[src/tcm_pkg.sv]
// Shared constants and types for the tape control unit and its channel-side host.
package tcm_pkg;
  // ---------------------------------------------------------------------------
  // Sizes
  // ---------------------------------------------------------------------------
  localparam int NUM_DRIVES = 16;
  localparam int DRV_W = 4;
  localparam int SENSE_BYTES = 20;
  localparam int ARG_W = 8;
  localparam logic [DRV_W-1:0] BASE_DRIVES_V = 4'h8;
  localparam logic [ARG_W-1:0] SENSE_BYTES_V = 8'h14;

  // ---------------------------------------------------------------------------
  // Enumerations
  // ---------------------------------------------------------------------------
  typedef enum logic [3:0] {CMD_NOP, CMD_MODE_SET, CMD_READ, CMD_WRITE,
                            CMD_RESERVE, CMD_RELEASE, CMD_SENSE, CMD_DIAG} tcm_cmd_t;
  typedef enum logic [1:0] {OPT_SINGLE, OPT_DUAL, OPT_SEVEN, OPT_NONE} tcm_opt_t;
  typedef enum logic [1:0] {MODE_UNSET, MODE_PE, MODE_NRZI9, MODE_NRZI7} tcm_mode_t;
  typedef enum logic [2:0] {ST_OK, ST_BUSY, ST_REJECT, ST_ERROR, ST_DATA} tcm_stat_t;

  // ---------------------------------------------------------------------------
  // Mode-set argument fields
  // ---------------------------------------------------------------------------
  localparam int ARG_NRZI = 0;   // 1 selects NRZI, 0 selects phase encoding.
  localparam int ARG_DENS = 1;   // Seven-track: 1 selects 800 bpi, 0 selects 556 bpi.
  localparam int ARG_PAR = 2;    // Seven-track: 1 selects odd parity.
  localparam int ARG_CONV = 3;   // Seven-track: 1 selects converter, 0 translator.
  localparam int SEVEN_W = 3;

  // ---------------------------------------------------------------------------
  // Sense byte layout
  // ---------------------------------------------------------------------------
  localparam int SNS_FLAGS = 0;
  localparam int SNS_MODE = 1;
  localparam int SNS_TRACE = 2;
  localparam int SNS_CU_SER_HI = 3;
  localparam int SNS_CU_SER_LO = 4;
  localparam int SNS_CU_OPT = 5;
  localparam int SNS_DRV_OPT = 6;
  localparam int SNS_EC_LEVEL = 7;
  localparam int SNS_FAULT_LO = 8;
  localparam int SNS_FAULT_HI = 9;
  localparam int SNS_LAST_DRV = 10;
  localparam int FLG_REJECT = 0;
  localparam int FLG_ERROR = 1;
  localparam int FLG_MODE_REJ = 2;
  localparam int FLG_DIAG_FAIL = 3;
  localparam int FLG_FAULT = 4;
  localparam int FLG_W = 4;

  // ---------------------------------------------------------------------------
  // Timing
  // ---------------------------------------------------------------------------
  localparam int CLK_PERIOD_NS = 8;
  localparam int DIAG_TIME_NS = 1000;
  localparam int DIAG_CYCLES = DIAG_TIME_NS / CLK_PERIOD_NS;
  localparam int DIAG_W = 12;

  // ---------------------------------------------------------------------------
  // Host register map (Wishbone byte addresses) and fields
  // ---------------------------------------------------------------------------
  localparam int WB_AW = 8;
  localparam logic [WB_AW-1:0] REG_CMD = 8'h00;
  localparam logic [WB_AW-1:0] REG_STATUS = 8'h04;
  localparam int CMD_CODE_LSB = 0;
  localparam int CMD_DRV_LSB = 4;
  localparam int CMD_CHAN_BIT = 8;
  localparam int CMD_ARG_LSB = 16;
  localparam int STS_PEND_BIT = 0;
  localparam int STS_STAT_LSB = 1;
  localparam int STS_DATA_LSB = 8;
  localparam int STS_OVR_BIT = 16;
endpackage

[src/tcm_if.sv]
// Command link between the channel-side host and the tape control unit.
`timescale 1ns/1ps
interface tcm_if
  import tcm_pkg::*;
(
  input logic core_clk,
  input logic rstn
);
  logic cmdValid;
  logic cmdReady;
  tcm_cmd_t cmdCode;
  logic cmdChan;
  logic [DRV_W-1:0] cmdDrive;
  logic [ARG_W-1:0] cmdArg;
  logic respValid;
  tcm_stat_t respStatus;
  logic [ARG_W-1:0] respData;

  modport dev (input cmdValid, cmdCode, cmdChan, cmdDrive, cmdArg,
               output cmdReady, respValid, respStatus, respData);
  modport chan (output cmdValid, cmdCode, cmdChan, cmdDrive, cmdArg,
                input cmdReady, respValid, respStatus, respData);
endinterface

[src/tcm_control_unit.sv]
// Tape control unit: mode selection, channel arbitration, sense bytes and diagnostics.
// Operation
// - Eight drives without switching options.
// - Single density reads and writes PE only.
// - Dual density gives PE and nine-track NRZI.
// - Seven-track gives NRZI, both densities and formats.
// - Host mode-sets before first dual-density write.
// - PE write at load point records ID burst.
// - Burst seen on read selects PE.
// - No burst, both dual, selects NRZI.
// - NRZI read without dual density errors.
// - Read mode kept until load point.
// - One seven-track mode set applies everything.
// - Switching extends reach to sixteen drives.
// - Communicator needed for remote drives.
// - Switched unit runs two operations concurrently.
// - Unswitched, one channel at a time; other waits.
// - Reserve gives exclusivity until same-channel release.
// - Partitioned drive refuses the other channel.
// - Twenty sense bytes with trace and identity.
// - Diagnostic command runs resident diagnostics.
// - Measurement faults set sense bits.
// - Density options are mutually exclusive.
`timescale 1ns/1ps
module tcm_control_unit
  import tcm_pkg::*;
#(
  parameter logic [15:0] CU_SERIAL = 16'h1234,  // Arbitrary value.
  parameter logic [7:0] EC_LEVEL = 8'h01,       // Arbitrary value.
  parameter int DIAG_LEN = DIAG_CYCLES
)
(
  input logic core_clk,
  input logic rstn,
  tcm_if.dev link,
  input tcm_opt_t cuOption,
  input tcm_opt_t driveOption [NUM_DRIVES],
  input logic switchInstalled,
  input logic communicatorInstalled,
  input logic [NUM_DRIVES-1:0] partitionEnable,
  input logic [NUM_DRIVES-1:0] partitionChan,
  input logic [NUM_DRIVES-1:0] atLoadPoint,
  input logic [NUM_DRIVES-1:0] burstSensed,
  input logic [NUM_DRIVES-1:0] opDone,
  input logic [NUM_DRIVES-1:0] measureFault,
  input logic diagPass,
  output logic driveStart,
  output logic [DRV_W-1:0] driveSel,
  output logic driveWrite,
  output tcm_mode_t driveMode,
  output logic [SEVEN_W-1:0] sevenCfg,
  output logic writeIdBurst,
  output logic diagRunning
);
  // ---------------------------------------------------------------------------
  // State
  // ---------------------------------------------------------------------------
  tcm_mode_t mode_reg [NUM_DRIVES];
  logic [SEVEN_W-1:0] seven_reg [NUM_DRIVES];
  logic [NUM_DRIVES-1:0] lpPrev_reg;
  logic [1:0] actValid_reg;
  logic [DRV_W-1:0] actDrive_reg [2];
  logic resvValid_reg;
  logic resvChan_reg;
  logic [FLG_W-1:0] flags_reg;
  logic [NUM_DRIVES-1:0] fault_reg;
  logic [DIAG_W-1:0] diagCnt_reg;
  logic [3:0] lastCmd_reg;
  logic [DRV_W-1:0] lastDrv_reg;
  logic respValid_reg;
  tcm_stat_t respStatus_reg;
  logic [ARG_W-1:0] respData_reg;

  logic [DRV_W-1:0] d;
  logic ch;
  logic take;
  logic otherResv;
  logic busy;
  logic access;
  tcm_stat_t stat;
  logic [ARG_W-1:0] data;
  logic startOp;
  logic setMode;
  tcm_mode_t newMode;
  tcm_mode_t opMode;
  logic burst;
  logic [FLG_W-1:0] flagSet;
  logic resvSet;
  logic resvClr;
  logic diagStart;
  logic senseClr;
  logic [ARG_W-1:0] senseArr [SENSE_BYTES];

  // Reachable drive: remote drives need both switching and the communicator.
  function automatic logic reachable(input logic [DRV_W-1:0] drv, input logic sw,
                                     input logic comm);
    reachable = (drv < BASE_DRIVES_V) || (sw && comm);
  endfunction

  assign d = link.cmdDrive;
  assign ch = link.cmdChan;
  assign take = link.cmdValid;
  assign link.cmdReady = 1'b1;
  assign diagRunning = (diagCnt_reg != '0);

  // ---------------------------------------------------------------------------
  // Command decode
  // ---------------------------------------------------------------------------
  // A reservation by the other channel makes the unit busy to this channel for every drive.
  always_comb
  begin
    otherResv = resvValid_reg && (resvChan_reg != ch);
    // Without switching, a second channel waits even for a different drive.
    busy = diagRunning || actValid_reg[ch] || otherResv ||
           (actValid_reg[~ch] && (!switchInstalled || actDrive_reg[~ch] == d));
    access = reachable(d, switchInstalled, communicatorInstalled) &&
             !(partitionEnable[d] && partitionChan[d] != ch) &&
             (cuOption == driveOption[d]) && (cuOption != OPT_NONE);
    stat = ST_OK;
    data = '0;
    startOp = 1'b0;
    setMode = 1'b0;
    newMode = MODE_UNSET;
    opMode = mode_reg[d];
    burst = 1'b0;
    flagSet = '0;
    resvSet = 1'b0;
    resvClr = 1'b0;
    diagStart = 1'b0;
    senseClr = 1'b0;
    case (link.cmdCode)
      CMD_SENSE:
      begin
        if (otherResv)
          stat = ST_BUSY;
        else if (link.cmdArg >= SENSE_BYTES_V)
          stat = ST_REJECT;
        else
        begin
          stat = ST_DATA;
          data = senseArr[link.cmdArg[4:0]];
          senseClr = (link.cmdArg == ARG_W'(SNS_FLAGS));
        end
      end
      CMD_RESERVE:
      begin
        if (otherResv || actValid_reg[~ch])
          stat = ST_BUSY;
        else
          resvSet = 1'b1;
      end
      CMD_RELEASE:
      begin
        if (otherResv)
          stat = ST_BUSY;
        else
          resvClr = 1'b1;
      end
      CMD_DIAG:
      begin
        if (busy || actValid_reg[~ch])
          stat = ST_BUSY;
        else
          diagStart = 1'b1;
      end
      CMD_MODE_SET, CMD_READ, CMD_WRITE:
      begin
        if (busy)
          stat = ST_BUSY;
        else if (!access)
        begin
          stat = ST_REJECT;
          flagSet[FLG_REJECT] = 1'b1;
        end
        else if (link.cmdCode == CMD_MODE_SET)
        begin
          // Each density option accepts only its own recording modes.
          if (cuOption == OPT_SINGLE && !link.cmdArg[ARG_NRZI])
            newMode = MODE_PE;
          else if (cuOption == OPT_DUAL)
            newMode = link.cmdArg[ARG_NRZI] ? MODE_NRZI9 : MODE_PE;
          else if (cuOption == OPT_SEVEN && link.cmdArg[ARG_NRZI])
            newMode = MODE_NRZI7;
          if (newMode == MODE_UNSET)
          begin
            stat = ST_REJECT;
            flagSet[FLG_MODE_REJ] = 1'b1;
          end
          else
            setMode = 1'b1;
        end
        else if (link.cmdCode == CMD_WRITE)
        begin
          if (cuOption == OPT_SINGLE)
            opMode = MODE_PE;
          if (opMode == MODE_UNSET)
          begin
            stat = ST_REJECT;
            flagSet[FLG_REJECT] = 1'b1;
          end
          else
          begin
            startOp = 1'b1;
            burst = (opMode == MODE_PE) && atLoadPoint[d];
          end
        end
        else
        begin
          // Reads starting at load point choose their format from the tape.
          if (atLoadPoint[d])
          begin
            if (burstSensed[d])
              opMode = MODE_PE;
            else if (cuOption == OPT_DUAL)
              opMode = MODE_NRZI9;
            else if (cuOption == OPT_SINGLE)
              opMode = MODE_UNSET;
          end
          else if (cuOption == OPT_SINGLE)
            opMode = MODE_PE;
          if (opMode == MODE_UNSET)
          begin
            stat = ST_ERROR;
            flagSet[FLG_ERROR] = 1'b1;
          end
          else
          begin
            startOp = 1'b1;
            setMode = 1'b1;
            newMode = opMode;
          end
        end
      end
      default:
        stat = ST_OK;
    endcase
  end

  // ---------------------------------------------------------------------------
  // Sense bytes
  // ---------------------------------------------------------------------------
  // Bytes without a defined meaning read as zero.
  always_comb
  begin
    for (int i = 0; i < SENSE_BYTES; i++)
      senseArr[i] = '0;
    senseArr[SNS_FLAGS] = {3'h0, (fault_reg != '0), flags_reg};
    senseArr[SNS_MODE] = {6'h00, mode_reg[lastDrv_reg]};
    senseArr[SNS_TRACE] = {4'h0, lastCmd_reg};                          // microprogram_store trace
    senseArr[SNS_CU_SER_HI] = CU_SERIAL[15:8];
    senseArr[SNS_CU_SER_LO] = CU_SERIAL[7:0];
    senseArr[SNS_CU_OPT] = {4'h0, switchInstalled, communicatorInstalled, cuOption};
    senseArr[SNS_DRV_OPT] = {6'h00, driveOption[lastDrv_reg]};
    senseArr[SNS_EC_LEVEL] = EC_LEVEL;                                  // engineering_change_level
    senseArr[SNS_FAULT_LO] = fault_reg[7:0];
    senseArr[SNS_FAULT_HI] = fault_reg[15:8];
    senseArr[SNS_LAST_DRV] = {4'h0, lastDrv_reg};
  end

  // ---------------------------------------------------------------------------
  // Per-drive mode memory
  // ---------------------------------------------------------------------------
  // A return to load point forgets the mode; a command in that cycle wins.
  always_ff @(posedge core_clk or negedge rstn)
  begin
    if (!rstn)
    begin
      for (int i = 0; i < NUM_DRIVES; i++)
      begin
        mode_reg[i] <= MODE_UNSET;
        seven_reg[i] <= '0;
      end
      lpPrev_reg <= '0;
    end
    else
    begin
      lpPrev_reg <= atLoadPoint;
      for (int i = 0; i < NUM_DRIVES; i++)
        if (atLoadPoint[i] && !lpPrev_reg[i])
          mode_reg[i] <= MODE_UNSET;
      if (take && setMode)
        mode_reg[d] <= newMode;
      if (take && setMode && link.cmdCode == CMD_MODE_SET)
        seven_reg[d] <= link.cmdArg[ARG_CONV:ARG_DENS];
    end
  end

  // ---------------------------------------------------------------------------
  // Operation slots, reservation and diagnostics
  // ---------------------------------------------------------------------------
  // One slot per channel; a slot frees when its drive reports completion.
  always_ff @(posedge core_clk or negedge rstn)
  begin
    if (!rstn)
    begin
      actValid_reg <= '0;
      actDrive_reg[0] <= '0;
      actDrive_reg[1] <= '0;
      resvValid_reg <= 1'b0;
      resvChan_reg <= 1'b0;
      diagCnt_reg <= '0;
    end
    else
    begin
      for (int c = 0; c < 2; c++)
        if (actValid_reg[c] && opDone[actDrive_reg[c]])
          actValid_reg[c] <= 1'b0;
      if (take && startOp)
      begin
        actValid_reg[ch] <= 1'b1;
        actDrive_reg[ch] <= d;
      end
      if (take && resvSet)
      begin
        resvValid_reg <= 1'b1;
        resvChan_reg <= ch;
      end
      else if (take && resvClr)
        resvValid_reg <= 1'b0;
      if (take && diagStart)
        diagCnt_reg <= DIAG_W'(DIAG_LEN);
      else if (diagRunning)
        diagCnt_reg <= diagCnt_reg - 1'b1;
    end
  end

  // Sticky sense flags: a new event in the clearing cycle survives.
  always_ff @(posedge core_clk or negedge rstn)
  begin
    if (!rstn)
    begin
      flags_reg <= '0;
      fault_reg <= '0;
      lastCmd_reg <= '0;
      lastDrv_reg <= '0;
    end
    else
    begin
      flags_reg <= ((take && senseClr) ? '0 : flags_reg) | (take ? flagSet : '0) |
                   {(diagCnt_reg == DIAG_W'(1)) && !diagPass, 3'h0};
      fault_reg <= ((take && senseClr) ? '0 : fault_reg) | measureFault;
      if (take)
      begin
        lastCmd_reg <= link.cmdCode;
        if (link.cmdCode != CMD_SENSE)
          lastDrv_reg <= d;
      end
    end
  end

  // ---------------------------------------------------------------------------
  // Answers and drive strobes
  // ---------------------------------------------------------------------------
  always_ff @(posedge core_clk or negedge rstn)
  begin
    if (!rstn)
    begin
      respValid_reg <= 1'b0;
      respStatus_reg <= ST_OK;
      respData_reg <= '0;
      driveStart <= 1'b0;
      driveSel <= '0;
      driveWrite <= 1'b0;
      driveMode <= MODE_UNSET;
      sevenCfg <= '0;
      writeIdBurst <= 1'b0;
    end
    else
    begin
      respValid_reg <= take;
      driveStart <= take && startOp;
      writeIdBurst <= take && burst;
      if (take)
      begin
        respStatus_reg <= stat;
        respData_reg <= data;
      end
      if (take && startOp)
      begin
        driveSel <= d;
        driveWrite <= (link.cmdCode == CMD_WRITE);
        driveMode <= opMode;
        sevenCfg <= seven_reg[d];
      end
    end
  end

  assign link.respValid = respValid_reg;
  assign link.respStatus = respStatus_reg;
  assign link.respData = respData_reg;
endmodule

[src/flat_wrapper.sv]
// flat-port wrapper written by rule: the top's interface ports become plain ports
module tcm_control_unit_flat import tcm_pkg::*;
#(
  parameter logic [15:0] CU_SERIAL = 16'h1234,                     
  parameter logic [7:0] EC_LEVEL = 8'h01,                          
  parameter int DIAG_LEN = DIAG_CYCLES
)
  (core_clk, rstn, cuOption, driveOption, switchInstalled, communicatorInstalled, partitionEnable, partitionChan, atLoadPoint, burstSensed, opDone, measureFault, diagPass, driveStart, driveSel, driveWrite, driveMode, sevenCfg, writeIdBurst, diagRunning, link_cmdValid, link_cmdCode, link_cmdChan, link_cmdDrive, link_cmdArg, link_cmdReady, link_respValid, link_respStatus, link_respData);
  tcm_if link_i (.core_clk(core_clk), .rstn(rstn));
  input logic core_clk;
  input logic rstn;
  input tcm_opt_t cuOption;
  input tcm_opt_t driveOption[NUM_DRIVES];
  input logic switchInstalled;
  input logic communicatorInstalled;
  input logic [NUM_DRIVES-1:0] partitionEnable;
  input logic [NUM_DRIVES-1:0] partitionChan;
  input logic [NUM_DRIVES-1:0] atLoadPoint;
  input logic [NUM_DRIVES-1:0] burstSensed;
  input logic [NUM_DRIVES-1:0] opDone;
  input logic [NUM_DRIVES-1:0] measureFault;
  input logic diagPass;
  output logic driveStart;
  output logic [DRV_W-1:0] driveSel;
  output logic driveWrite;
  output tcm_mode_t driveMode;
  output logic [SEVEN_W-1:0] sevenCfg;
  output logic writeIdBurst;
  output logic diagRunning;
  input wire logic [$bits(link_i.cmdValid)-1:0] link_cmdValid;
  input wire logic [$bits(link_i.cmdCode)-1:0] link_cmdCode;
  input wire logic [$bits(link_i.cmdChan)-1:0] link_cmdChan;
  input wire logic [$bits(link_i.cmdDrive)-1:0] link_cmdDrive;
  input wire logic [$bits(link_i.cmdArg)-1:0] link_cmdArg;
  output wire logic [$bits(link_i.cmdReady)-1:0] link_cmdReady;
  output wire logic [$bits(link_i.respValid)-1:0] link_respValid;
  output wire logic [$bits(link_i.respStatus)-1:0] link_respStatus;
  output wire logic [$bits(link_i.respData)-1:0] link_respData;
  assign link_i.cmdValid = link_cmdValid;
  assign link_i.cmdCode = link_cmdCode;
  assign link_i.cmdChan = link_cmdChan;
  assign link_i.cmdDrive = link_cmdDrive;
  assign link_i.cmdArg = link_cmdArg;
  assign link_cmdReady = link_i.cmdReady;
  assign link_respValid = link_i.respValid;
  assign link_respStatus = link_i.respStatus;
  assign link_respData = link_i.respData;
  tcm_control_unit #(.CU_SERIAL(CU_SERIAL), .EC_LEVEL(EC_LEVEL), .DIAG_LEN(DIAG_LEN)) u_core (.core_clk(core_clk), .rstn(rstn), .link(link_i), .cuOption(cuOption), .driveOption(driveOption), .switchInstalled(switchInstalled), .communicatorInstalled(communicatorInstalled), .partitionEnable(partitionEnable), .partitionChan(partitionChan), .atLoadPoint(atLoadPoint), .burstSensed(burstSensed), .opDone(opDone), .measureFault(measureFault), .diagPass(diagPass), .driveStart(driveStart), .driveSel(driveSel), .driveWrite(driveWrite), .driveMode(driveMode), .sevenCfg(sevenCfg), .writeIdBurst(writeIdBurst), .diagRunning(diagRunning));
endmodule
[config.mk]
export PLATFORM = sky130hd
export DESIGN_NAME = tcm_control_unit_flat
export DESIGN_NICKNAME = d
export VERILOG_FILES = /design/src/tcm_pkg.sv /design/src/tcm_if.sv /design/src/tcm_control_unit.sv /design/src/flat_wrapper.sv
export SDC_FILE = /design/constraint.sdc
export NUM_CORES = 1
export LEC_CHECK = 0
export ABC_AREA = 0
export BUFFER_PORTS_ARGS = -buffer_cell sky130_fd_sc_hd__clkbuf_2
export CAP_MARGIN = 30
export CORE_UTILIZATION = 57
export DETAILED_ROUTE_END_ITERATION = 8
export PLACE_DENSITY = 0.79
export SKIP_CTS_REPAIR_TIMING = 1
export SYNTH_ARGS = -nofsm -noshare
export SYNTH_HDL_FRONTEND = slang
export SYNTH_SLANG_ARGS = --single-unit
[constraint.sdc]
create_clock -name core_clk -period 3.3 [get_ports core_clk]
set_input_delay 0.495 -clock core_clk [delete_from_list [all_inputs] [get_ports core_clk]]
set_output_delay 0.495 -clock core_clk [all_outputs]
set_load 0.005 [all_outputs]
# == Yosys cells after proc, flatten, opt, wreduce, memory -nomap -nowiden ==
# Cells that the tools add are included.
# word_totals
ram_bits,0
output_inout_bits,26
register_bits,172
wordCells,337
rom_bits,0
inputBits,153
latch_bits,0
n_memories,0
# classes
n_mux,164
magnitude_cmp,15
n_mul,0
n_addsub,1
n_eq_ne,17
n_shift,0
n_div,0
reduce_logical,78
bitwise_logic,10
# ops
cell,count
$mux 2,65
$mux 1,53
$bwmux 48,1
$bmux 8 s5,1
$logic_and 1x1->1,40
$mux 8,5
$mux 3,12
$bmux 2 s4,4
$bwmux 32,1
$mux 32,1
$bmux 1 s4,6
$mux 12,2
$logic_not 1->1,20
$mux 4,5
$eq 4x3->1 const B,4
$mux 16,1
$or 16x16->16,1
$reduce_bool 16->1,1
$lt 4x5->1 const B,3
$pmux 3 s5,1
$bmux 3 s4,1
$demux 3 s4,1
$eq 12x1->1 const B,1
$reduce_bool 12->1,1
35 further kinds,54

# == Depth between registers and ports, before layout ==
# depth
word_depth,23
ltp_mapped,14
depth_no_buf,10

# == Least setup slack after synthesis ==
# No wires, ideal clock.
# synth_path
path_type,input to register
startpoint,input link_cmdChan
endpoint,register u_core.seven_reg[3] (netlist name)
required_time_ns,3.172
setup_ns,0.128
arrival_ns,3.105
setup_slack_ns,0.067
path_stages,11
path_buffers,3
path_cell_list,clkbuf_1 clkbuf_1 mux2i_1 nor2_1 nor4b_1 o21a_1 o211ai_2 nor4b_4 buf_4 nand2_1 mux2_1
# synth_via
elab_chain_cells,13
word_cells_on_any_way,28
classes_between,eq/ne (3); mux (10); bitwise (2); reduce/logical (13)
# synth_lines
element,line_no,rtl
start: declaration,flat_wrapper.sv:32,input wire logic [$bits(link_i.cmdChan)-1:0] link_cmdChan;
$not 1->1,tcm_control_unit.sv:115,(actValid_reg[~ch] && (!switchInstalled || actDrive_reg[~ch] == d));
$not 1->2,tcm_control_unit.sv:115,
$mux 4 (implied by the code) (3 in a row),tcm_control_unit.sv:115,
$eq 4x4->1,tcm_control_unit.sv:115,
$logic_or 1x1->1,tcm_control_unit.sv:115,
$logic_and 1x1->1,tcm_control_unit.sv:115,
$logic_or 1x1->1,tcm_control_unit.sv:114,busy = diagRunning || actValid_reg[ch] || otherResv ||
$mux 1 *,tcm_control_unit.sv:168,if (busy)
$mux 1 *,tcm_control_unit.sv:131,case (link.cmdCode)
$logic_and 1x1->1 * (2 in a row),tcm_control_unit.sv:283,if (take && setMode && link.cmdCode == CMD_MODE_SET)
end signal: indexed assignment,tcm_control_unit.sv:284,seven_reg[d] <= link.cmdArg[ARG_CONV:ARG_DENS];
end: declaration,tcm_control_unit.sv:59,logic [SEVEN_W-1:0] seven_reg [NUM_DRIVES];
# Every way passes the cells marked *; elsewhere a longest branch is shown, timed or not. The select of a mux whose other input is x is not followed.
# A chain may end at the register's enable or synchronous reset.

# == Worst setup path after layout ==
# layout_path
startpoint,input link_cmdDrive[0]
endpoint,register u_core.mode_reg[17] (netlist name)
# layout_via
elab_chain_cells,22
word_cells_on_any_way,59
classes_between,order compare (3); eq/ne (3); mux (40); bitwise (1); reduce/logical (12)
# layout_lines
element,line_no,rtl
start: declaration,flat_wrapper.sv:33,input wire logic [$bits(link_i.cmdDrive)-1:0] link_cmdDrive;
$not 4->5 (implied by the code),"tcm_control_unit.sv:118, tcm_control_unit.sv:124, tcm_control_unit.sv:282",
$bmux 2 s4,tcm_control_unit.sv:124,opMode = mode_reg[d];
$mux 2 (implied by the code) (2 in a row),tcm_control_unit.sv:124,
$mux 2,tcm_control_unit.sv:216,else if (cuOption == OPT_SINGLE)
$mux 2,tcm_control_unit.sv:214,else if (cuOption == OPT_DUAL)
$mux 2,tcm_control_unit.sv:212,if (burstSensed[d])
$mux 2,tcm_control_unit.sv:210,if (atLoadPoint[d])
$mux 2,tcm_control_unit.sv:192,else if (link.cmdCode == CMD_WRITE)
[5 not listed],-,
$mux 2 / $mux 1 (equally long branches),tcm_control_unit.sv:221,if (opMode == MODE_UNSET)
$mux 2 / $mux 1 (equally long branches),tcm_control_unit.sv:192,
$mux 2 / $mux 1 (equally long branches),tcm_control_unit.sv:175,else if (link.cmdCode == CMD_MODE_SET)
$mux 2 / $mux 1 (equally long branches),tcm_control_unit.sv:170,else if (!access)
$mux 2 / $mux 1 (equally long branches),tcm_control_unit.sv:168,
$mux 2 / $mux 1 (equally long branches),tcm_control_unit.sv:131,
$bwmux 32 / $logic_and 1x1->1 (equally long branches),"tcm_control_unit.sv:282, tcm_control_unit.sv:281",
$mux 32 *,tcm_control_unit.sv:281,if (take && setMode)
end signal: indexed assignment,tcm_control_unit.sv:282,mode_reg[d] <= newMode;
end: declaration,tcm_control_unit.sv:58,tcm_mode_t mode_reg [NUM_DRIVES];
# Marks and branches as above.

==> key figures <==
Worst setup path
  • Worst Setup Start Kind: input pin
  • Worst setup path class: input pin to flip-flop
  • CP endpoint kind: flip-flop
  • Req. time, crit path: 3.65 ns
  • Worst-path fanout max: 16
  • CP arrival: roughly 3.4 ns

CTS
  • CTS tree: done
  • Clock Path Buffers: 2
  • Worst-Skew Late Latency: ~0.44 ns
  • Clock slew at the register clock pins of the worst setup and hold paths: ~0.060 ns
  • Cts bufs inserted: 17
  • Root buffer cell: clkbuf_16
  • CTS Sinks: around 170
  • Htree depth: 4

Final layout
  • Design Area, Final: about 12000 um2
  • # fillers: approximately 1200
  • Final-stage net count: 1213
  • FF/Latch Area: 4300 um2
  • Layout cells sized above 1: 36.6%
  • Max FFs per register: 48
  • Non-Filler Instances: between 1000 and 1500
  • ANT cells: 0
  • Area of the multi-input gates: ~5600 um2
  • Area Overhead vs Synth: 19.8%

Timing
  • Slew @ Worst Pin: 0.729 ns
  • Setup Viol. Count Final: 0
  • Final hold vios: 0
  • Worst hold slack: between 0.05 and 0.06 ns
  • Tcrit/Tclk final: between 90 and 100%
  • Rel. slew slack: roughly 50%
  • Count of pins over their slew limit: 0
  • RSZ-0062 raised after global routing: no
  • F_max: between 300 and 400 MHz
  • Tmin final: just over 3 ns
  • Setup WS post-layout: roughly 0.21 ns
  • Clk_skew: ~0.013 ns

Power
  • Leak: about 5.5 nW
  • PD cells: between 400 and 500 nW/um2
  • Peak VDD IR: around 0.45 mV

Placed design
  • Dpl cells: about 1300
  • DP Area: approximately 12000 um2
  • PortBufs: roughly 180
  • DP Worst Slack: -0.179 ns
  • HPWL after DPL: roughly 20 mm
  • RePlAce Congestion: just over 0.9

Floorplan
  • Die X: between 100 and 150 um
  • Num rows: 48
  • Initial Util: 58.8%
  • Core box area: 17400 um2
  • Die height: approximately 140 um
  • Ports: ~180
  • Die footprint: ~18000 um2

Job
  • Max-Cap Viols: 0

GRT
  • Grt ovf: 0
  • First-pass GRT wire length: approximately 43 mm
  • GRT Overall Usage: a little under a third
  • Largest net degree at the start of global routing: between 70 and 80
  • Vias in the first global route: between 8000 and 9000
  • Initial antenna violation count: 0

Detailed routing
  • First DRT Iteration DRCs: slightly above 800
  • Vias after detailed routing: 7980
  • Drt wl/cell: 20.8 um
  • DRC Markers: 0
  • Drt pass-1 iters: 5
  • Final wirelength: around 27 mm
  • Antenna-violating nets left: 0
  • Vias/cell: 6.16

Yosys
  • Cell count after synthesis: approximately 860
  • Distinct cells, synth: 73
  • Primary FF master, synth: dfrtp_1
  • Register area share after synthesis: 42.1%
  • Ys async rst share: 100%
  • Synthesis Warnings: 0
  • Post-synthesis register bit count: between 150 and 200
  • Syn_area_per_cell: 11.9 um2
  • Synth Cell Area: between 10000 and 15000 um2
  • Number of flops mapped to enable cells by yosys: 0
  • Post-Syn Nets: between 1000 and 1500

Outcome
  • Status: completed

Hold path
  • Hold Crit Class: input pin to asynchronous set/reset pin
## final cells by class
type,count,share of cell area [%]
Timing Repair Buffer,237,11.8
Multi-Input combinational cell,611,45.4
Clock buffer,23,3.90
Sequential cell,172,35.1
Inverter,19,0.582
Clock inverter,8,0.898
Tap cell,225,2.30
## metal layers
metal | vias to the layer above | share of wire (%) | GRT usage (%)
li1 | 3602 | - | -
met1 | 3950 | 43 | 42.6
met2 | 376 | 47 | 48.3
met3 | 52 | 7.4 | 7.53
met4 | 0 | 2.5 | 11.4
met5 | - | 0 | 0
## power breakdown
group          switching [W]  internal (W)  total [W]
combinational       0.000373      0.000327   0.000701
clock               0.000854       0.00118    0.00203
sequential         0.0000311       0.00214    0.00217
## cells by family after synthesis
kind of cell / after synthesis / synth area share, %
simple gates: 278 / 15.5
compound gates: 102 / 6.82
flops: 172 / 42.1
xor+xnor: 14 / 1.20
other cells: 1 / 0.0366
buf+inv: 76 / 3.56
fa+ha+maj: 2 / 0.244
mux: 214 / 30.6
## cell usage in the layout (no fill, tap or decap), drive strengths merged, types with 3 or more instances in the layout
master and instances:
a211oi 3, a21o 17, a21oi 18, a22oi 6, a31oi 5, and2 5, and3 5, and4 8
buf 61, clkbuf 199, clkinvlp 4, dfrtp 172, inv 20, mux2 83, mux2i 60, mux4 71
nand2 92, nand2b 28, nand3 17, nand3b 5, nand4 8, nor2 37, nor2b 16, nor3 16
nor4 10, nor4b 14, o21a 3, o21ai 20, o22ai 8, o31ai 3, or3 6, xnor2 10
xor2 4
## path summary, 6_finish.rpt
check	start	endpoint	slack, ns	cells after the start
max in group asynchronous	rstn	u_core.actDrive_reg[3]	2.29	2
setup / recovery	link_cmdDrive[0]	u_core.mode_reg[17]	0.21	11
min in group core_clk	atLoadPoint[15]	u_core.lpPrev_reg[15]	0.19	1
hold reg to reg	u_core.flags_reg[1]	u_core.flags_reg[1]	0.48	2
hold / removal	rstn	u_core.diagCnt_reg[9]	0.06	1
setup reg to reg	u_core.diagCnt_reg[1]	u_core.mode_reg[17]	0.29	11
## worst max-delay path, cell delays in order
cell	delay [ns]
clkbuf_2	0.21
buf_4	0.22
mux4_2	0.52
mux2i_1	0.31
and2_1	0.21
or4b_1	0.18
o211ai_2	0.16
nor4b_4	0.30
buf_12	0.19
nor4b_2	0.35
mux2i_1	0.28
## cells in the mapped netlist (3+ instances only)
cell type / n / share of area [%]
mux2_1: 49 / 5.4
xor2_1: 4 / 0.34
nor2b_1: 16 / 0.98
mux4_2: 71 / 16
clkbuf_1: 36 / 1.3
mux2_2: 34 / 3.7
o22ai_1: 8 / 0.49
and3_1: 5 / 0.31
buf_4: 3 / 0.22
nand2b_1: 28 / 1.7
nor2_1: 36 / 1.3
a21oi_1: 18 / 0.88
o31ai_1: 3 / 0.22
a22oi_1: 5 / 0.37
buf_2: 6 / 0.29
nand2_1: 92 / 3.4
a21o_1: 17 / 1.2
and4_1: 8 / 0.68
a31oi_1: 5 / 0.31
nor3_1: 15 / 0.73
dfrtp_1: 172 / 42
nor4_1: 9 / 0.55
nand3_1: 15 / 0.73
nor4b_1: 5 / 0.43
nand4_1: 7 / 0.43
nand3b_1: 5 / 0.37
inv_1: 19 / 0.70
nor4b_2: 8 / 1.2
a211oi_1: 3 / 0.22
o21ai_0: 19 / 0.93
and2_1: 5 / 0.31
xnor2_1: 10 / 0.86
o21a_1: 3 / 0.22
buf_6: 5 / 0.55
or3_1: 6 / 0.37
mux2i_1: 60 / 5.9
buf_1: 5 / 0.18
## per-stage QoR
stage          util [%]  total power (W)  setup TNS, ns
3_5_place_dp       67.0          0.00291          -5.59
6_report           70.4          0.00490              0
2_1_floorplan         -          0.00260              0
5_1_grt            70.4          0.00507              0
4_1_cts            70.4          0.00491              0
3_3_place_gp       67.0          0.00289         -0.375
No activity file was read; power rests on OpenSTA's default activity.
